File: src/design/sacl_regs.svh
`ifndef SACL_REGS_SVH
`define SACL_REGS_SVH

// APB register offsets (byte addresses)
`define SACL_STATUS_OFS 12'h000
`define SACL_CTRL_OFS 12'h004
`define SACL_CFG_BASE_HI 3'h1
// Status word field positions
`define SACL_ST_DONE 0
`define SACL_ST_LDERR 1
`define SACL_ST_SIGERR 2
`define SACL_ST_BUSY 3
`define SACL_ST_PDBAD 4
`define SACL_ST_AGING 5
`define SACL_ST_SER_LO 6
`define SACL_ST_MII_LO 8
`define SACL_ST_P5EN 10
`define SACL_ST_TRI 11
// Control word field positions
`define SACL_CTRL_RELOAD 0
// Reset values
`define SACL_MII_RST 2'h0
`define SACL_SER_RST 2'h0
`define SACL_AGING_RST 1'b1
// Image layout
`define SACL_LAST_REG 7'h6d
`define SACL_STAT_GRP_LO 3'h1
`define SACL_STAT_GRP_HI 3'h5
`define SACL_STAT_LOW3 3'h7
// Two-wire bus bytes
`define SACL_EE_DEV_WR 8'ha0
`define SACL_EE_DEV_RD 8'ha1
`define SACL_EE_WORD_ADDR 8'h00
// Timing
`define SACL_CLK_PERIOD_NS 5
`define SACL_SCL_QTR_NS 2500
`define SACL_SCL_QTR_CYC ((`SACL_SCL_QTR_NS + `SACL_CLK_PERIOD_NS - 1) / `SACL_CLK_PERIOD_NS)
`define SACL_T_PRGM_MS 15
`define SACL_T_PRGM_CYC ((`SACL_T_PRGM_MS * 1000000) / `SACL_CLK_PERIOD_NS)

`endif

File: src/design/sacl_pkg.sv
`default_nettype none
package sacl_pkg;
    typedef enum {
        ST_IDLE, ST_START, ST_TX, ST_TXACK, ST_RX, ST_RXACK, ST_STOP
    } sacl_state_type;
    typedef enum logic [1:0] {
        SER_EEPROM = 2'h0, SER_RESERVED = 2'h1, SER_SPI = 2'h2,
        SER_BIST = 2'h3
    } sacl_serial_type;
    typedef enum logic [1:0] {
        MII_OFF = 2'h0, MII_PHY = 2'h1, MII_MAC = 2'h2, MII_SNI = 2'h3
    } sacl_mii_type;
    typedef enum logic [1:0] {
        STEP_DEVWR, STEP_ADDR, STEP_DEVRD, STEP_READ
    } sacl_step_type;
endpackage : sacl_pkg
`default_nettype wire

File: src/design/sacl_cfg_mem_if.sv
`default_nettype none
interface sacl_cfg_mem_if;
    logic we;
    logic [6:0] waddr;
    logic [7:0] wdata;
    logic [6:0] raddr;
    logic [7:0] rdata;
    modport ctl (output we, output waddr, output wdata, output raddr,
                 input rdata);
    modport mem (input we, input waddr, input wdata, input raddr,
                 output rdata);
endinterface : sacl_cfg_mem_if
`default_nettype wire

File: src/design/sacl_cfg_mem.sv
`default_nettype none
module sacl_cfg_mem (
    input wire logic mclk_in,
    input wire logic ce_in,
    sacl_cfg_mem_if.mem mem_bus
);
    logic [7:0] cells [0:127];
    logic [7:0] rdata;

    // Configuration image, registered read port
    always_ff @(posedge mclk_in) begin
        if (ce_in) begin
            if (mem_bus.we) begin
                cells[mem_bus.waddr] <= mem_bus.wdata;
            end
            rdata <= cells[mem_bus.raddr];
        end
    end

    assign mem_bus.rdata = rdata;
endmodule : sacl_cfg_mem
`default_nettype wire

File: src/design/sacl_loader.sv
// The register offsets and the APB register port were chosen for this implementation.
`include "sacl_regs.svh"
`default_nettype none
module sacl_loader import sacl_pkg::*; #(
    parameter logic [7:0] CHIP_SIG = 8'h3c, // Arbitrary value
    parameter int LOAD_TIMEOUT_CYC = `SACL_T_PRGM_CYC
) (
    input wire logic mclk_in,
    input wire logic rst_n_in,
    input wire logic ce_in,
    input wire logic psel_in,
    input wire logic penable_in,
    input wire logic pwrite_in,
    input wire logic [11:0] paddr_in,
    input wire logic [31:0] pwdata_in,
    output logic [31:0] prdata_out,
    output logic pready_out,
    output logic pslverr_out,
    input wire logic mii_cfg_bit1_in,
    input wire logic mii_cfg_bit0_in,
    input wire logic port5_led1_strap_in,
    output logic port5_led1_strap_out,
    output logic port5_led1_strap_oe_out,
    input wire logic port5_led2_aging_strap_in,
    output logic port5_led2_aging_strap_out,
    output logic port5_led2_aging_strap_oe_out,
    input wire logic led1_drive_in,
    input wire logic led2_drive_in,
    input wire logic serial_sel_hi_in,
    input wire logic serial_sel_lo_in,
    input wire logic powerdown_in_low_in,
    input wire logic scl_in,
    output logic scl_out,
    output logic scl_oe_out,
    input wire logic sda_in,
    output logic sda_out,
    output logic sda_oe_out,
    output logic [1:0] sw_mii_mode_out,
    output logic p5_mii_en_out,
    output logic mii_tristate_out,
    output logic aging_en_out,
    output logic [1:0] serial_mode_out,
    output logic load_done_out,
    output logic load_busy_out
);
    // Status locations: low nibble 0xE/0xF in groups 1 to 5
    function automatic logic sacl_is_status(input logic [6:0] n);
        sacl_is_status = (n[6:4] >= `SACL_STAT_GRP_LO) &&
                         (n[6:4] <= `SACL_STAT_GRP_HI) &&
                         (n[3:1] == `SACL_STAT_LOW3);
    endfunction : sacl_is_status

    localparam logic [9:0] QTR_LAST = 10'(`SACL_SCL_QTR_CYC - 1);
    localparam logic [21:0] TMO_LAST = 22'(LOAD_TIMEOUT_CYC - 1);

    sacl_cfg_mem_if cfg_bus ();
    sacl_cfg_mem u_mem (
        .mclk_in (mclk_in),
        .ce_in (ce_in),
        .mem_bus (cfg_bus.mem)
    );

    // Pin synchronisers: only sync2 is read by logic
    logic [8:0] sync1;
    logic [8:0] sync2;
    always_ff @(posedge mclk_in) begin
        if (ce_in) begin
            sync1 <= {sda_in, scl_in, powerdown_in_low_in, serial_sel_hi_in,
                      serial_sel_lo_in, port5_led2_aging_strap_in,
                      port5_led1_strap_in, mii_cfg_bit1_in, mii_cfg_bit0_in};
            sync2 <= sync1;
        end
    end
    wire logic [1:0] mii_cfg_s = sync2[1:0];
    wire logic p5_s = sync2[2];
    wire logic aging_s = sync2[3];
    wire logic [1:0] ps_s = sync2[5:4];
    wire logic pd_low_s = sync2[6];
    wire logic scl_s = sync2[7];
    wire logic sda_s = sync2[8];

    // Strap capture on the first enabled edge after reset release
    logic in_reset;
    logic pd_bad;
    wire logic latch_now = in_reset & rst_n_in;
    always_ff @(posedge mclk_in) begin
        if (!rst_n_in) begin
            in_reset <= 1'b1;
            sw_mii_mode_out <= `SACL_MII_RST;
            p5_mii_en_out <= 1'b0;
            mii_tristate_out <= 1'b1;
            aging_en_out <= `SACL_AGING_RST;
            serial_mode_out <= `SACL_SER_RST;
            pd_bad <= 1'b0;
        end else if (ce_in && latch_now) begin
            in_reset <= 1'b0;
            sw_mii_mode_out <= mii_cfg_s;
            p5_mii_en_out <= p5_s & (mii_cfg_s != MII_OFF);
            mii_tristate_out <= ~p5_s;
            aging_en_out <= aging_s;
            serial_mode_out <= ps_s;
            pd_bad <= ~pd_low_s; // Flags power-down held at release
        end
    end

    // LED pins: inputs while reset holds, driven afterwards
    always_ff @(posedge mclk_in) begin
        if (!rst_n_in) begin
            port5_led1_strap_oe_out <= 1'b0;
            port5_led2_aging_strap_oe_out <= 1'b0;
            port5_led1_strap_out <= 1'b0;
            port5_led2_aging_strap_out <= 1'b0;
        end else if (ce_in) begin
            port5_led1_strap_oe_out <= ~in_reset | latch_now;
            port5_led2_aging_strap_oe_out <= ~in_reset | latch_now;
            port5_led1_strap_out <= led1_drive_in;
            port5_led2_aging_strap_out <= led2_drive_in;
        end
    end

    // APB decode
    wire logic apb_acc = psel_in & penable_in;
    wire logic apb_done = apb_acc & pready_out;
    wire logic word_ok = (paddr_in[1:0] == 2'h0);
    wire logic hit_stat = word_ok && (paddr_in == `SACL_STATUS_OFS);
    wire logic hit_ctrl = word_ok && (paddr_in == `SACL_CTRL_OFS);
    wire logic hit_cfg = word_ok && (paddr_in[11:9] == `SACL_CFG_BASE_HI);
    wire logic [6:0] cfg_idx = paddr_in[8:2];
    wire logic busy = load_busy_out;
    wire logic bad_cfg_wr = hit_cfg & (busy | sacl_is_status(cfg_idx));
    wire logic next_err = ~(hit_stat | hit_ctrl | hit_cfg) |
                          (pwrite_in & (hit_stat | bad_cfg_wr));
    wire logic wr_ok = apb_done & pwrite_in & ~pslverr_out;
    wire logic reload = wr_ok & hit_ctrl & pwdata_in[`SACL_CTRL_RELOAD];

    logic done;
    logic ld_err;
    logic sig_err;
    logic [31:0] stat_w;
    logic [31:0] rd_w;
    always_comb begin
        stat_w = 32'h0;
        stat_w[`SACL_ST_DONE] = done;
        stat_w[`SACL_ST_LDERR] = ld_err;
        stat_w[`SACL_ST_SIGERR] = sig_err;
        stat_w[`SACL_ST_BUSY] = busy;
        stat_w[`SACL_ST_PDBAD] = pd_bad;
        stat_w[`SACL_ST_AGING] = aging_en_out;
        stat_w[`SACL_ST_SER_LO +: 2] = serial_mode_out;
        stat_w[`SACL_ST_MII_LO +: 2] = sw_mii_mode_out;
        stat_w[`SACL_ST_P5EN] = p5_mii_en_out;
        stat_w[`SACL_ST_TRI] = mii_tristate_out;
        rd_w = 32'h0;
        if (hit_stat) begin
            rd_w = stat_w;
        end else if (hit_cfg) begin
            rd_w = {24'h0, cfg_bus.rdata};
        end
    end

    // One wait state: memory read data settles during first access cycle
    always_ff @(posedge mclk_in) begin
        if (!rst_n_in) begin
            pready_out <= 1'b0;
            pslverr_out <= 1'b0;
            prdata_out <= 32'h0;
        end else if (ce_in) begin
            pready_out <= apb_acc & ~pready_out;
            if (apb_acc & ~pready_out) begin
                pslverr_out <= next_err;
                prdata_out <= pwrite_in ? 32'h0 : rd_w;
            end
        end
    end

    // Two-wire master sequencer
    sacl_state_type state, next_state;
    sacl_step_type step, next_step;
    logic [1:0] phase, next_phase;
    logic [2:0] bitcnt, next_bitcnt;
    logic [7:0] shreg, next_shreg;
    logic [6:0] byte_idx, next_idx;
    logic next_scl_oe, next_sda_oe;
    logic [9:0] qcnt;
    logic [21:0] load_tmr;
    logic ld_we, set_ld_err, set_sig_err, ld_end;

    wire logic load_go = (latch_now & (ps_s == SER_EEPROM)) |
                         (reload & ~busy &
                          (serial_mode_out == SER_EEPROM));
    wire logic tick = (qcnt == QTR_LAST);
    wire logic tmo_hit = (load_tmr == TMO_LAST);
    // Clock stretching: hold while a released SCL is still seen low
    wire logic adv = tick & ~(phase == 2'h2 & ~scl_oe_out & ~scl_s);
    wire logic last_byte = (byte_idx == `SACL_LAST_REG);
    wire logic sig_bad = (byte_idx == 7'h0) && (shreg != CHIP_SIG);

    always_comb begin
        next_state = state;
        next_step = step;
        next_phase = phase;
        next_bitcnt = bitcnt;
        next_shreg = shreg;
        next_idx = byte_idx;
        next_scl_oe = scl_oe_out;
        next_sda_oe = sda_oe_out;
        ld_we = 1'b0;
        set_ld_err = 1'b0;
        set_sig_err = 1'b0;
        ld_end = 1'b0;
        if (state == ST_IDLE) begin
            if (load_go) begin
                next_state = ST_START;
                next_step = STEP_DEVWR;
                next_idx = 7'h0;
            end
        end else if (tmo_hit && state != ST_STOP) begin
            next_state = ST_STOP;
            next_phase = 2'h0;
            set_ld_err = 1'b1;
        end else if (adv) begin
            next_phase = phase + 2'h1;
            case (state)
                ST_START: begin
                    case (phase)
                        2'h0: next_sda_oe = 1'b0;
                        2'h1: next_scl_oe = 1'b0;
                        2'h2: next_sda_oe = 1'b1;
                        default: begin
                            next_scl_oe = 1'b1;
                            next_state = ST_TX;
                            next_bitcnt = 3'h0;
                            next_shreg = (step == STEP_DEVRD) ?
                                `SACL_EE_DEV_RD : `SACL_EE_DEV_WR;
                        end
                    endcase
                end
                ST_TX, ST_RX: begin
                    case (phase)
                        2'h0: next_sda_oe = (state == ST_TX) & ~shreg[7];
                        2'h1: next_scl_oe = 1'b0;
                        2'h2: if (state == ST_RX) begin
                            next_shreg = {shreg[6:0], sda_s};
                        end
                        default: begin
                            next_scl_oe = 1'b1;
                            next_bitcnt = bitcnt + 3'h1;
                            if (state == ST_TX) begin
                                next_shreg = {shreg[6:0], 1'b0};
                            end
                            if (bitcnt == 3'h7) begin
                                next_state = (state == ST_TX) ?
                                    ST_TXACK : ST_RXACK;
                                // Byte n lands in register n
                                ld_we = (state == ST_RX) & ~sig_bad &
                                        ~sacl_is_status(byte_idx);
                            end
                        end
                    endcase
                end
                ST_TXACK: begin
                    case (phase)
                        2'h0: next_sda_oe = 1'b0;
                        2'h1: next_scl_oe = 1'b0;
                        2'h2: next_scl_oe = 1'b0;
                        default: begin
                            next_scl_oe = 1'b1;
                            next_bitcnt = 3'h0;
                            if (sda_s) begin
                                next_state = ST_STOP;
                                set_ld_err = 1'b1;
                            end else if (step == STEP_DEVWR) begin
                                next_step = STEP_ADDR;
                                next_state = ST_TX;
                                next_shreg = `SACL_EE_WORD_ADDR;
                            end else if (step == STEP_ADDR) begin
                                next_step = STEP_DEVRD;
                                next_state = ST_START;
                            end else begin
                                next_step = STEP_READ;
                                next_state = ST_RX;
                            end
                        end
                    endcase
                end
                ST_RXACK: begin
                    case (phase)
                        // Nack ends the sequential read
                        2'h0: next_sda_oe = ~(last_byte | sig_bad);
                        2'h1: next_scl_oe = 1'b0;
                        2'h2: next_scl_oe = 1'b0;
                        default: begin
                            next_scl_oe = 1'b1;
                            next_bitcnt = 3'h0;
                            if (sig_bad) begin
                                next_state = ST_STOP;
                                set_sig_err = 1'b1;
                            end else if (last_byte) begin
                                next_state = ST_STOP;
                            end else begin
                                next_idx = byte_idx + 7'h1;
                                next_state = ST_RX;
                            end
                        end
                    endcase
                end
                ST_STOP: begin
                    case (phase)
                        2'h0: next_sda_oe = 1'b1;
                        2'h1: next_scl_oe = 1'b0;
                        2'h2: next_sda_oe = 1'b0;
                        default: begin
                            next_state = ST_IDLE;
                            ld_end = 1'b1;
                        end
                    endcase
                end
                default: next_state = ST_IDLE;
            endcase
        end
    end

    assign cfg_bus.we = ld_we | (wr_ok & hit_cfg);
    assign cfg_bus.waddr = ld_we ? byte_idx : cfg_idx;
    assign cfg_bus.wdata = ld_we ? shreg : pwdata_in[7:0];
    assign cfg_bus.raddr = cfg_idx;

    // Sequencer registers; bus lines idle released
    always_ff @(posedge mclk_in) begin
        if (!rst_n_in) begin
            state <= ST_IDLE;
            step <= STEP_DEVWR;
            phase <= 2'h0;
            bitcnt <= 3'h0;
            shreg <= 8'h00;
            byte_idx <= 7'h00;
            scl_oe_out <= 1'b0;
            sda_oe_out <= 1'b0;
            load_busy_out <= 1'b0;
        end else if (ce_in) begin
            state <= next_state;
            step <= next_step;
            phase <= next_phase;
            bitcnt <= next_bitcnt;
            shreg <= next_shreg;
            byte_idx <= next_idx;
            scl_oe_out <= next_scl_oe;
            sda_oe_out <= next_sda_oe;
            load_busy_out <= (next_state != ST_IDLE);
        end
    end

    // Quarter-bit ticks, load watchdog and sticky result flags
    always_ff @(posedge mclk_in) begin
        if (!rst_n_in) begin
            qcnt <= 10'h0;
            load_tmr <= 22'h0;
            done <= 1'b0;
            ld_err <= 1'b0;
            sig_err <= 1'b0;
            load_done_out <= 1'b0;
            scl_out <= 1'b0;
            sda_out <= 1'b0;
        end else if (ce_in) begin
            qcnt <= (state == ST_IDLE || tick) ? 10'h0 : qcnt + 10'h1;
            load_tmr <= (state == ST_IDLE) ? 22'h0 : load_tmr + 22'h1;
            done <= (done & ~load_go) | ld_end;
            ld_err <= (ld_err & ~load_go) | set_ld_err;
            sig_err <= (sig_err & ~load_go) | set_sig_err;
            load_done_out <= (done & ~load_go) | ld_end;
        end
    end

    AST_MII_MODE: assert property (@(posedge mclk_in)
        disable iff (!rst_n_in) (latch_now && ce_in) |=>
        sw_mii_mode_out == $past(mii_cfg_s))
        else $error("Switch MII mode not taken from straps");
    AST_P5_TRI: assert property (@(posedge mclk_in)
        disable iff (!rst_n_in) (latch_now && ce_in) |=>
        (mii_tristate_out == !$past(p5_s)) &&
        ($past(p5_s) || !p5_mii_en_out))
        else $error("Port-5 enable or tristate wrong");
    AST_AGING: assert property (@(posedge mclk_in)
        disable iff (!rst_n_in) (latch_now && ce_in) |=>
        aging_en_out == $past(aging_s))
        else $error("Aging enable not taken from strap");
    AST_SERIAL: assert property (@(posedge mclk_in)
        disable iff (!rst_n_in) (latch_now && ce_in) |=>
        (serial_mode_out == $past(ps_s)) &&
        (load_busy_out == ($past(ps_s) == SER_EEPROM)))
        else $error("Serial mode or load start wrong");
    AST_LED_DIR: assert property (@(posedge mclk_in)
        disable iff (!rst_n_in) in_reset |->
        !port5_led1_strap_oe_out && !port5_led2_aging_strap_oe_out)
        else $error("Strap pin driven during reset");
    AST_LED_OUT: assert property (@(posedge mclk_in)
        disable iff (!rst_n_in) $fell(in_reset) |->
        port5_led1_strap_oe_out && port5_led2_aging_strap_oe_out)
        else $error("Strap pin not driven after reset");
    // A watchdog stop may end the read early, so it is left out here
    AST_COUNT: assert property (@(posedge mclk_in)
        disable iff (!rst_n_in)
        (state == ST_RXACK && next_state == ST_STOP && !sig_bad &&
        !tmo_hit) |-> byte_idx == 7'h6d)
        else $error("Load ended at wrong byte count");
    AST_TIME: assert property (@(posedge mclk_in)
        disable iff (!rst_n_in)
        load_busy_out |-> load_tmr <= TMO_LAST + 22'h1)
        else $error("Load exceeded time limit");
    AST_SIG: assert property (@(posedge mclk_in)
        disable iff (!rst_n_in)
        (sig_err || (state == ST_RX && byte_idx == 7'h0 && sig_bad &&
        bitcnt == 3'h7 && phase == 2'h3)) |-> !ld_we)
        else $error("Image applied despite bad signature");
    AST_EARLY: assert property (@(posedge mclk_in)
        disable iff (!rst_n_in)
        in_reset |-> !scl_oe_out && !sda_oe_out && !load_busy_out)
        else $error("Bus activity before reset release");
    AST_SKIP: assert property (@(posedge mclk_in)
        disable iff (!rst_n_in)
        ld_we |-> !sacl_is_status(byte_idx) &&
        cfg_bus.waddr == byte_idx)
        else $error("Status location written by loader");
endmodule : sacl_loader
`default_nettype wire

File: config.mk
export PLATFORM = sky130hd
export DESIGN_NAME = sacl_loader
export DESIGN_NICKNAME = d
export VERILOG_FILES = /design/src/design/sacl_pkg.sv /design/src/design/sacl_cfg_mem_if.sv /design/src/design/sacl_cfg_mem.sv /design/src/design/sacl_loader.sv
export VERILOG_INCLUDE_DIRS = /design/src /design/src/design
export SDC_FILE = /design/constraint.sdc
export NUM_CORES = 2
export LEC_CHECK = 0
export BUFFER_PORTS_ARGS = -buffer_cell sky130_fd_sc_hd__buf_2
export CORE_MARGIN = 1
export CORE_UTILIZATION = 40
export DETAILED_ROUTE_END_ITERATION = 7
export GPL_TIMING_DRIVEN = 1
export PLACE_DENSITY = 0.65
export SLEW_MARGIN = 20
export SYNTH_ARGS = -nofsm -noshare
export SYNTH_HDL_FRONTEND = slang
export SYNTH_SLANG_ARGS = --single-unit
File: constraint.sdc
create_clock -name mclk_in -period 9.1 [get_ports mclk_in]
set_input_delay 0.455 -clock mclk_in [delete_from_list [all_inputs] [get_ports mclk_in]]
set_output_delay 0.455 -clock mclk_in [all_outputs]
set_load 0.03 [all_outputs]
==> flow_summary.toml <==
[outcome]
outcome = "finished, final reports clean"

[synth]
ys_async_sr_fraction_pct = 0
synth_compound_area_share_pct = 2.50
yosys_warnings = 0
synth_top_family_by_area = "multiplexers"
yosys.area_share.simple_pct = 5.88
yosys.area.top_type = "edfxtp_1"
yosysMostFrequentCell = "edfxtp_1"
synth_mux_area_share_pct = 16.3
netlist_area_sq_um = 46600
synthTopCellsByArea = "edfxtp_1 (68%), mux4_2 (15%), dfxtp_1 (5.1%), nor2_1 (1.7%), nand2_1 (0.91%)"
synth-seq-cells = 1168
yosys_most_used_dff = "edfxtp_1"
netlist_instances = 2487
synth-xor-area-share_pct = 0.470
synth_edf_count = 1050
ys_top_cells_by_count = "edfxtp_1 (1050), mux4_2 (320), nor2_1 (208)"
synth_top_area_share_pct = 67.7
synth_cell_types = 65
synth-adder-area-share_pct = 0.296
avgSynthCellArea_sq_um = 18.7
ys_seq_area_share_pct = 72.8

[drt]
vias = 23862
first_pass_iters = 7
drc = 0
finalWirelength_microns = 105000
ant_nets = 0
post_drt_wl_per_cell_microns = 25.1
vias_per_cell = 5.70
first_iter_violations = 2498

[clock_tree]
hold_buffers = 10
cts.sinks = 1168
cts_setup_buffers = 0
root_buffer = "clkbuf_16"
numCtsBuffers = 115
clk_pin_slew_worst_paths_ns = 0.06
cts_resized = 0
htreeDepth = 3
clk-insertion-delay-late_ns = 0.72
cts_buffer_depth = 3
cts_tree = "built"

[critical_path]
r2r-end = "u_mem.cells[83][6]"
worstPathArrival_ns = 4.75
start_kind = "flip-flop"
crit-reg2reg-launch = "phase[0]"
endpoint_kind = "flip-flop"
cp.required_ns = 9.44
crit_end = "u_mem.cells[83][6]"
crit_fanout = 36
crit_path_start = "phase[0]"
path_class = "reg2reg"
reg2reg_depth = 10
rrSetupSlack_ns = 4.69

[sta]
period_minus_slack_ns = 4.41
slew_violations = 0
fin_skew_ns = 0.0457
setup_tns_ns = 0
hold_viol_final = 0
max_slew_margin_pct = 24.4
setup_violations = 0
period_share_pct = 48.4
rsz0062_at_grt = "false"
max_freq_mhz = 227
worst_pin_slew_ns = 1.10

[final_layout]
stdcell_area_sq_um = 52500
final_net_count = 2648
drive_gt1_share_pct = 23.5
areaGrowthSynthToFinish_pct = 12.7
final_util_pct = 45.7

[pwr]
p_int_w = 0.00876
power.total_w = 0.0111
p_sw_w = 0.00237
pwr-share-clk_pct = 42.6
pwr-share-seq_pct = 52.7
power_density_nw_per_um2 = 212
p_leak_nw = 16.2
peakVddDrop_mv = 0.151
swShare_pct = 21.3
combPwrFrac_pct = 4.6

[grt]
grt_first_pass_wirelength_microns = 156000
overflow = 0
grt_pass1_vias = 23872
grt_usage_pct = 17.8
antenna_found_initial = 5
grt_max_degree = 111

[place]
port_buffers = 65
dp_hpwl_microns = 64300
placed_area_sq_um = 48500
place_congestion = 0.885

[die]
coreArea_sq_um = 115000
die_w_microns = 343
rows = 124
io_pins = 112
die_h_microns = 343
die_area_sq_um = 118000
start_util_pct = 40.6

[flow_run]
max_cap_viol_count = 0

[worst_hold_path]
hold_start = "led1_drive_in"
hold_class = "in2reg"
## registers in the layout, summed over array words and instances, names as in the netlist, 2 cells and up
| signal | flops |
|---|---|
| sync2 | 9 |
| shreg | 8 |
| sw_mii_mode_out | 2 |
| byte_idx | 7 |
| u_mem.cells | 1024 |
| sync1 | 9 |
| load_tmr | 22 |
| phase | 2 |
| bitcnt | 3 |
| qcnt | 10 |
| u_mem.mem_bus.rdata | 8 |
| step | 2 |
| prdata_out | 12 |
| serial_mode_out | 2 |
| state | 32 |
## power groups by stage
| stage | logic (W) | clock network, W | registers (W) |
|---|---|---|---|
| 2_1_floorplan | 0.000340 | 0 | 0.00599 |
| 3_3_place_gp | 0.000502 | 0 | 0.00598 |
| 3_5_place_dp | 0.000514 | 0 | 0.00598 |
| 4_1_cts | 0.000519 | 0.00483 | 0.00587 |
| 5_1_grt | 0.000550 | 0.00502 | 0.00587 |
| 6_report | 0.000517 | 0.00475 | 0.00587 |
## cell usage in the layout, fill, tap and decap left out, drive strengths merged, types with 5 or more instances in the layout
master,n
mux4,320
buf,101
nor2b,8
dlygate4sd3,10
bufinv,13
nand4,32
xnor2,8
nor4,28
inv,18
a22oi,13
nand2b,21
xor2,17
and2,36
a31oi,9
o211ai,5
nor2,208
conb,22
clkbuf,132
nand3,25
nor3,40
a21oi,46
o22ai,37
clkinv,54
nand3b,6
ha,11
o21ai,31
o21a,5
a211oi,10
and3,8
mux2i,36
dfxtp,118
edfxtp,1050
and4,8
clkinvlp,12
or3,11
nand2,113
## routing by layer
metal,share of wire [%],global-route usage [%],vias to the layer above
li1,-,-,10277
met4,2.0,4.17,6
met3,7.3,3.19,163
met2,49,29.4,915
met5,0.043,0,-
met1,41,24.6,12501
## critical path, cell delays in order (launching register included)
cell and delay (ns):
dfxtp_1 0.37, inv_1 0.09, ha_1 0.33, or3b_2 0.30
and4_1 0.39, nand2_1 0.23, nor4_2 0.22, buf_4 0.52
mux2i_2 0.89, buf_4 0.40, nor2_1 0.26
## cell families (layout without fill, tap and decap cells)
| logic type | after synthesis | in the layout |
|---|---|---|
| other | 1 | 24 |
| multiplexers | 358 | 358 |
| AND/OR/NAND/NOR | 567 | 567 |
| buffers and inverters | 173 | 340 |
| flip-flops | 1168 | 1168 |
| AO/OA/AOI/OAI | 184 | 184 |
| adder cells (fa/ha/maj) | 11 | 11 |
| XOR/XNOR | 25 | 25 |
## worst min-delay path by stage
stage / to / slack [ns] / cells after the start
floorplan: sync2[0] / 0.40 / 0
finish: port5_led1_strap_out / 0.05 / 3
detailed placement: sync2[0] / 0.40 / 0
global placement: sync2[1] / 0.40 / 0
global route: port5_led1_strap_out / 0.04 / 3
CTS: port5_led1_strap_out / 0.01 / 3
## stage by stage
| stage | setup slack [ns] | hold slack [ns] | instances |
|---|---|---|---|
| 2_1_floorplan | 4.88 | 0.400 | 2508 |
| 5_1_grt | 4.44 | 0.0406 | 4187 |
| 6_report | 4.69 | 0.0533 | 4189 |
| 4_1_cts | 4.74 | 0.0134 | 4186 |
| 3_3_place_gp | 4.55 | 0.401 | 3960 |
| 3_5_place_dp | 4.51 | 0.405 | 3960 |
## final cells by class
cell class | instances | area [sq um]
Antenna cell | 2 | 5.00
Inverter | 13 | 48.8
Sequential cell | 1168 | 33900
Timing Repair Buffer | 111 | 753
Tap cell | 1512 | 1890
Clock buffer | 132 | 2960
Clock inverter | 84 | 840
Multi-Input combinational cell | 1167 | 12100
Fill cell | 9573 | 62300
Note: power is estimated with default switching activity, not from simulation.
